--- src/include/vpl_pkg.sv ---
/*
 package for the voice port and link master register bank: offsets, field
 positions, reset values and bus carriers.
 assumes an axi4-lite master with 32-bit data and one clock.
*/
// What this block does
// voice config bit0 enables voice transmit
// voice config bit1 selects transmit port
// voice config bit2 enables voice receive
// voice config bit3 selects receive port
// bits 4-7 choose transmit timeslot
// bits 8-11 choose receive timeslot
// bit12 enables voice transparent mode
// main reset clears all; secondary resets ignored
// flag register reports read-only buffer flags
// empty flags rise after masters reach idle
// control bits 0,1 request transmit abort
// control bits 2,3 report receive abort
// control bits 4,5 mark transmit end
// control bits 6,7 report received end
// enable bits gate flags one to one
// link condition merged onto active-low line
// each master unit runs only when enabled
// link condition is plain level or
package vpl_pkg;
    localparam logic [3:0]  VPL_OFF_VOICE_CFG = 4'h0;
    localparam logic [3:0]  VPL_OFF_FLAGS     = 4'h4;
    localparam logic [3:0]  VPL_OFF_CTRL      = 4'h8;
    localparam logic [3:0]  VPL_OFF_IRQ_EN    = 4'hC;
    localparam int          VPL_CFG_W         = 13;
    localparam int          VPL_FLG_W         = 8;
    localparam logic [12:0] VPL_CFG_RESET     = 13'h0000;
    localparam logic [7:0]  VPL_FLG_RESET     = 8'h00;
    localparam logic [7:0]  VPL_CTRL_RESET    = 8'h00;
    localparam logic [7:0]  VPL_EN_RESET      = 8'h00;
    localparam logic [7:0]  VPL_CTRL_WMASK    = 8'h33;
    localparam logic [1:0]  VPL_RESP_OKAY     = 2'h0;
    localparam logic [1:0]  VPL_RESP_SLVERR   = 2'h2;
    localparam logic [2:0]  VPL_CLKMODE_ZERO  = 3'h0;
    localparam int          VPL_INIT_CYCLES   = 4;
    typedef struct packed {
        logic       passthroughOn;
        logic [3:0] recvTimeslot;
        logic [3:0] sendTimeslot;
        logic       recvPortSel;
        logic       recvOn;
        logic       sendPortSel;
        logic       sendOn;
    } vpl_voice_cfg_t;
    typedef struct packed {
        logic cmdIndBOutEmpty;
        logic cmdIndBInFull;
        logic cmdIndAOutEmpty;
        logic cmdIndAInFull;
        logic monitorBOutEmpty;
        logic monitorBInFull;
        logic monitorAOutEmpty;
        logic monitorAInFull;
    } vpl_flags_t;
    typedef struct packed {
        logic monitorBRecvMsgEnd;
        logic monitorARecvMsgEnd;
        logic monitorBSendMsgEnd;
        logic monitorASendMsgEnd;
        logic monitorBRecvAbort;
        logic monitorARecvAbort;
        logic monitorBSendAbort;
        logic monitorASendAbort;
    } vpl_ctrl_t;
endpackage

--- src/logic/vpl_regs.sv ---
/*
 voice port and link master register bank, an axi4-lite slave.
 assumes the link masters drive their events as synchronous one-cycle
 pulses and take abort and message-end requests as levels.
*/
// The AXI4-Lite interface to the registers and the register offsets were left to the implementer.
module vpl_regs (
    // clock and reset
    input  wire logic                    clk,
    input  wire logic                    rst_n,
    // axi4-lite write address, data and response
    input  wire logic [3:0]              awaddr,
    input  wire logic                    awvalid,
    output logic                         awready,
    input  wire logic [31:0]             wdata,
    input  wire logic [3:0]              wstrb,
    input  wire logic                    wvalid,
    output logic                         wready,
    output logic [1:0]                   bresp,
    output logic                         bvalid,
    input  wire logic                    bready,
    // axi4-lite read
    input  wire logic [3:0]              araddr,
    input  wire logic                    arvalid,
    output logic                         arready,
    output logic [31:0]                  rdata,
    output logic [1:0]                   rresp,
    output logic                         rvalid,
    input  wire logic                    rready,
    // link configuration seen from outside
    input  wire logic                    linkOn,
    input  wire logic [2:0]              linkClockMode,
    input  wire logic [1:0]              linkMasterUnitOn,
    // link master events
    input  wire vpl_pkg::vpl_flags_t     flagSet,
    input  wire vpl_pkg::vpl_flags_t     flagClr,
    input  wire logic [1:0]              recvAbortSet,
    input  wire logic [1:0]              recvMsgEndSet,
    input  wire logic [1:0]              recvEventClr,
    input  wire logic [1:0]              sendDone,
    // voice port controls
    output vpl_pkg::vpl_voice_cfg_t      voiceCfg,
    // link master requests
    output logic [1:0]                   sendAbortReq,
    output logic [1:0]                   sendMsgEndReq,
    // interrupts
    output logic                         linkIrqCondition,
    output logic                         combinedIrqLine_n
);
    import vpl_pkg::*;

    logic                 rstSync1;
    logic                 rstSync2;
    vpl_voice_cfg_t       cfgReg;
    vpl_flags_t           flagReg;
    vpl_ctrl_t            ctrlReg;
    logic [7:0]           enReg;
    logic [2:0]           initCnt;
    logic [1:0]           initDone;
    logic                 awHeld;
    logic                 wHeld;
    logic [3:0]           awAddrHeld;
    logic [31:0]          wDataHeld;
    logic [3:0]           wStrbHeld;

    // two-stage release of the async reset
    always_ff @(posedge clk or negedge rst_n)
    begin
        if (!rst_n)
        begin
            rstSync1 <= 1'b0;
            rstSync2 <= 1'b0;
        end
        else
        begin
            rstSync1 <= 1'b1;
            rstSync2 <= rstSync1;
        end
    end

    function automatic logic [31:0] strb_merge(input logic [31:0] old,
                                               input logic [31:0] nw,
                                               input logic [3:0]  strb);
        logic [31:0] res;
        res = old;
        for (int i = 0; i < 4; i++)
            if (strb[i])
                res[i*8 +: 8] = nw[i*8 +: 8];
        return res;
    endfunction

    // write channel capture
    wire         awTake   = awvalid && awready;
    wire         wTake    = wvalid && wready;
    wire         doWrite  = awHeld && wHeld && !bvalid;
    wire         wrCfg    = doWrite && (awAddrHeld == VPL_OFF_VOICE_CFG);
    wire         wrCtrl   = doWrite && (awAddrHeld == VPL_OFF_CTRL);
    wire         wrEn     = doWrite && (awAddrHeld == VPL_OFF_IRQ_EN);
    wire         wrFlags  = doWrite && (awAddrHeld == VPL_OFF_FLAGS);
    wire         wrMapped = wrCfg || wrCtrl || wrEn || wrFlags;
    wire [31:0]  cfgMerged  = strb_merge({19'h0, cfgReg}, wDataHeld, wStrbHeld);
    wire [31:0]  ctrlMerged = strb_merge({24'h0, ctrlReg}, wDataHeld, wStrbHeld);
    wire [31:0]  enMerged   = strb_merge({24'h0, enReg}, wDataHeld, wStrbHeld);

    always_ff @(posedge clk or negedge rstSync2)
    begin
        if (!rstSync2)
        begin
            awHeld     <= 1'b0;
            wHeld      <= 1'b0;
            awAddrHeld <= 4'h0;
            wDataHeld  <= 32'h00000000;
            wStrbHeld  <= 4'h0;
            awready    <= 1'b0;
            wready     <= 1'b0;
            bvalid     <= 1'b0;
            bresp      <= VPL_RESP_OKAY;
        end
        else
        begin
            awready <= !awHeld && !awTake && !bvalid && !doWrite;
            wready  <= !wHeld && !wTake && !bvalid && !doWrite;
            if (awTake)
            begin
                awHeld     <= 1'b1;
                awAddrHeld <= {awaddr[3:2], 2'h0};
            end
            if (wTake)
            begin
                wHeld     <= 1'b1;
                wDataHeld <= wdata;
                wStrbHeld <= wstrb;
            end
            if (doWrite)
            begin
                awHeld <= 1'b0;
                wHeld  <= 1'b0;
                bvalid <= 1'b1;
                bresp  <= wrMapped ? VPL_RESP_OKAY : VPL_RESP_SLVERR;
            end
            else if (bvalid && bready)
                bvalid <= 1'b0;
        end
    end

    // voice configuration register
    always_ff @(posedge clk or negedge rstSync2)
    begin
        if (!rstSync2)
            cfgReg <= VPL_CFG_RESET;
        else if (wrCfg)
            cfgReg <= cfgMerged[VPL_CFG_W-1:0];
    end

    // interrupt enable register
    always_ff @(posedge clk or negedge rstSync2)
    begin
        if (!rstSync2)
            enReg <= VPL_EN_RESET;
        else if (wrEn)
            enReg <= enMerged[7:0];
    end

    // initial state of each master before empty flags rise
    wire initGo = linkOn && (linkClockMode == VPL_CLKMODE_ZERO) && (linkMasterUnitOn == 2'h0);
    always_ff @(posedge clk or negedge rstSync2)
    begin
        if (!rstSync2)
        begin
            initCnt  <= 3'h0;
            initDone <= 2'h0;
        end
        else if (!initGo)
            initCnt <= 3'h0;
        else if (initCnt != 3'(VPL_INIT_CYCLES))
            initCnt <= initCnt + 3'h1;
        else
            initDone <= 2'h3;
    end

    // flag register, set wins over clear
    wire [1:0]   unitOn    = linkMasterUnitOn;
    wire [7:0]   unitMask  = {unitOn[1], unitOn[1], unitOn[0], unitOn[0],
                              unitOn[1], unitOn[1], unitOn[0], unitOn[0]};
    wire         initRise  = initGo && (initCnt == 3'(VPL_INIT_CYCLES)) && (initDone == 2'h0);
    wire [7:0]   emptyInit = initRise ? 8'hAA : 8'h00;
    wire [7:0]   next_flag = ((flagReg & ~(flagClr & unitMask)) | (flagSet & unitMask))
                             | emptyInit;
    always_ff @(posedge clk or negedge rstSync2)
    begin
        if (!rstSync2)
            flagReg <= VPL_FLG_RESET;
        else
            flagReg <= next_flag;
    end

    // control register
    wire [1:0] swAbort  = ctrlMerged[1:0];
    wire [1:0] swMsgEnd = ctrlMerged[5:4];
    wire [1:0] next_sendAbort  = (wrCtrl ? swAbort : {ctrlReg.monitorBSendAbort,
                                 ctrlReg.monitorASendAbort}) & ~(sendDone & unitOn);
    wire [1:0] next_sendMsgEnd = (wrCtrl ? swMsgEnd : {ctrlReg.monitorBSendMsgEnd,
                                 ctrlReg.monitorASendMsgEnd}) & ~(sendDone & unitOn);
    wire [1:0] next_recvAbort  = ({ctrlReg.monitorBRecvAbort, ctrlReg.monitorARecvAbort}
                                 & ~recvEventClr) | (recvAbortSet & unitOn);
    wire [1:0] next_recvMsgEnd = ({ctrlReg.monitorBRecvMsgEnd, ctrlReg.monitorARecvMsgEnd}
                                 & ~recvEventClr) | (recvMsgEndSet & unitOn);
    always_ff @(posedge clk or negedge rstSync2)
    begin
        if (!rstSync2)
            ctrlReg <= VPL_CTRL_RESET;
        else
            ctrlReg <= {next_recvMsgEnd, next_sendMsgEnd,
                        next_recvAbort, next_sendAbort};
    end

    // read channel
    wire [3:0]  rdAddr = {araddr[3:2], 2'h0};
    wire        arTake = arvalid && arready;
    wire [31:0] rdMux  = (rdAddr == VPL_OFF_VOICE_CFG) ? {19'h0, cfgReg} :
                         (rdAddr == VPL_OFF_FLAGS)     ? {24'h0, flagReg} :
                         (rdAddr == VPL_OFF_CTRL)      ? {24'h0, ctrlReg} :
                         (rdAddr == VPL_OFF_IRQ_EN)    ? {24'h0, enReg} : 32'h00000000;
    always_ff @(posedge clk or negedge rstSync2)
    begin
        if (!rstSync2)
        begin
            arready <= 1'b0;
            rvalid  <= 1'b0;
            rdata   <= 32'h00000000;
            rresp   <= VPL_RESP_OKAY;
        end
        else
        begin
            arready <= !rvalid && !arTake;
            if (arTake)
            begin
                rvalid <= 1'b1;
                rdata  <= rdMux;
                rresp  <= VPL_RESP_OKAY;
            end
            else if (rvalid && rready)
                rvalid <= 1'b0;
        end
    end

    // outputs and interrupt condition
    wire gatedAny = |(flagReg & enReg);
    always_ff @(posedge clk or negedge rstSync2)
    begin
        if (!rstSync2)
        begin
            voiceCfg          <= VPL_CFG_RESET;
            sendAbortReq      <= 2'h0;
            sendMsgEndReq     <= 2'h0;
            linkIrqCondition  <= 1'b0;
            combinedIrqLine_n <= 1'b1;
        end
        else
        begin
            voiceCfg          <= cfgReg;
            sendAbortReq      <= {ctrlReg.monitorBSendAbort, ctrlReg.monitorASendAbort} & unitOn;
            sendMsgEndReq     <= {ctrlReg.monitorBSendMsgEnd, ctrlReg.monitorASendMsgEnd}
                                 & unitOn;
            linkIrqCondition  <= gatedAny;
            combinedIrqLine_n <= !gatedAny;
        end
    end
endmodule

--- config.mk ---
export PLATFORM = sky130hd
export DESIGN_NAME = vpl_regs
export DESIGN_NICKNAME = d
export VERILOG_FILES = /design/src/include/vpl_pkg.sv /design/src/logic/vpl_regs.sv
export SDC_FILE = /design/constraint.sdc
export NUM_CORES = 1
export LEC_CHECK = 0
export ABC_AREA = 1
export CAP_MARGIN = 40
export CORE_MARGIN = 2
export CORE_UTILIZATION = 50
export DETAILED_ROUTE_END_ITERATION = 10
export DONT_BUFFER_PORTS = 1
export GPL_TIMING_DRIVEN = 0
export SYNTH_ARGS = -nofsm -noshare
export SYNTH_HDL_FRONTEND = slang
export SYNTH_SLANG_ARGS = --single-unit
--- constraint.sdc ---
create_clock -name clk -period 4.8 [get_ports clk]
set_input_delay 0.72 -clock clk [delete_from_list [all_inputs] [get_ports clk]]
set_output_delay 0.72 -clock clk [all_outputs]
set_load 0.005 [all_outputs]
==> qor.yml <==
tightestPinTransition_ps: 782
synth_top_cell_by_area: "dfrtp_1"
timing.rr.end: "cfgReg[5]"
startpoint_type: "flip-flop"
fin_hold_ws_ps: 35.0
cp.required_ps: 4080
worstSkewPairLatency_ps: 360
max_slew_margin: 0.478
num_vias: 2961
post_drt_wl_per_cell_um: 13.9
rsz0062_at_grt: "false"
place_congestion: 0.803
setup_slack_ps: 3190
critPathArrivalTime_ps: 890
met3WireLength_um: 690
synth_edf_count: 0
drcViolationCount: 0
period_needed_ps: 1610
dr.pass1.iters: 4
yosysTopAreaCellShare: 0.583
cts_tree: "done"
clk_path_buf_depth: 2
finalNetCount: 583
finalNonFillerCells: 610
path_max_fanout: 5
synthTopCellsByArea: "dfrtp_1 (58%), nand2_1 (13%), inv_1 (5.0%)"
antenna_left: 0
r2r_cells: 5
m1WireLength_um: 3860
p_total_mw: 2.34
cts.clk_slew.worst_paths_ps: 100
synth_flop_cell: "dfrtp_1"
dp.cells: 594
maxCapViolCount: 0
first_global_vias: 2781
powerDensity_nw_per_um2: 500
ys_warn_count: 0
power.leakage_nw: 2.48
worst-r2r-setup-slack_ps: 3490
end_kind: "output pin"
pin_count: 141
cts_resized: 0
fp.dieW_um: 96.2
outcome: "complete, no violations"
postSynth.asyncResetShare: 1.00
hpwl_um: 6310
post-cts-setup-buffers: 0
dp_slack_ps: 3140
synth.distinct_cells: 25
start_util: 0.517
r2r-start: "bvalid"
setup_viol: 0
cts_hold_buf: 0
core_sq_um: 8220
max_freq_ghz: 0.620
finalHoldViolCount: 0
viasPerCell: 4.85
antenna_found_initial: 0
drt-total-wl_um: 8490
synth_area_sq_um: 4250
syn_area_per_cell_sq_um: 9.10
slew_viol_final: 0
syn2layout_area_growth_pct: 10.0
root_buffer: "clkbuf_8"
cts_buffers: 9
grt_max_degree: 62
placed_cell_area_sq_um: 4480
drt_iter0_drc: 107
h-tree-depth: 3
chipHeight_um: 96.2
synth_seq_cells: 100
yosysSeqAreaShare: 0.589
diodes: 0
path_class: "reg -> out"
route.met2.wl_um: 3820
dieArea_sq_um: 9250
rows: 33
netlist_instances: 467
grt_remaining_overflow: 0
layout-drive-gt1-share: 0.137
fin_setup_tns_ps: 0
final_util: 0.569
min_path_type: "in -> async"
grt_pass1_wl_um: 13800
clock-sinks: 100
skew_ps: 13.4
period_share: 0.336
final_cell_area_sq_um: 4670
io_buffers: 0
top_layer_used: "met4"
irDropWorstVdd_v: 0.000309
gr-usage-all-layers: 0.198
-- worst max path at each step --
stage,start,end,slack [ps],depth (start not counted)
2_1_floorplan,rstSync2,arready,1810,0
3_3_place_gp,rstSync2,flagReg[0],730,0
3_5_place_dp,araddr[3],rdata[3],3140,6
4_1_cts,bvalid,bvalid,3160,0
5_1_grt,bvalid,bvalid,3130,0
6_report,bvalid,bvalid,3190,0
-- layer usage --
metal  GRT usage  vias up
li1            -     1481
met1       0.280     1381
met2       0.291       89
met3      0.0642       10
met4      0.0595        0
met5           0        -
-- power by group --
group | switching, mW | leakage (nW) | internal [mW]
clock | 0.303 | 0.0954 | 0.212
sequential | 0.209 | 1.27 | 1.12
combinational | 0.315 | 1.11 | 0.180
total | 0.827 | 2.48 | 1.51
-- cells in the mapped netlist, types with 3 or more instances --
cell	instances
nor3_1	3
dfrtp_1	99
o21ai_0	33
nand3_1	25
nand2_2	3
buf_2	3
inv_1	57
clkbuf_1	6
a22o_1	4
nand2_1	145
a21oi_1	11
o21ai_2	14
buf_4	23
nor2_1	21
o21ai_1	7
-- placed cells by master, fill, tap and decap left out --
cell type,count
conb_1,23
ha_1,2
o21ai_2,14
a22o_1,4
dfstp_2,1
a21oi_1,11
o21ai_1,7
nand3_4,1
nand2_1,145
nor2_2,1
clkinv_4,2
clkinvlp_4,1
nand2_2,3
nor3_1,3
nand3_1,25
inv_8,1
buf_12,1
nor2_8,1
clkbuf_1,6
buf_6,2
buf_4,23
dfrtp_4,1
inv_1,57
buf_2,3
o21ai_0,33
nand3_2,1
clkbuf_8,10
nor2_1,21
dfrtp_1,98
inv_6,2
nand4_1,1
nand2_4,1
-- sequential cells by signal (all words and copies together) (netlist names), 2 cells and up --
signal and flops:
ctrlReg 8, initCnt 3, sendAbortReq 2, sendMsgEndReq 2, cfgReg 13, enReg 8
wStrbHeld 2, voiceCfg 13, flagReg 8, awAddrHeld 2, rdata 13, wDataHeld 13
-- logic make-up after synthesis --
kind of cell	Yosys count	synth area share
compound gates	69	0.0972
flops	100	0.589
fa+ha+maj	2	0.00589
buf+inv	91	0.105
simple gates	203	0.201
other cells	2	0.00177
-- layout make-up --
cell class              instances  area (sq um)
well taps                     105           131
clock buffers                  10           138
repair buffers                  1          20.0
fillers                       767          3540
plain buffers                  34           233
inverters                      57           214
multi-input cells             297          1380
clock inverters                 6          53.8
flip-flops and latches        100          2510
(Power assumes the default switching activity.)
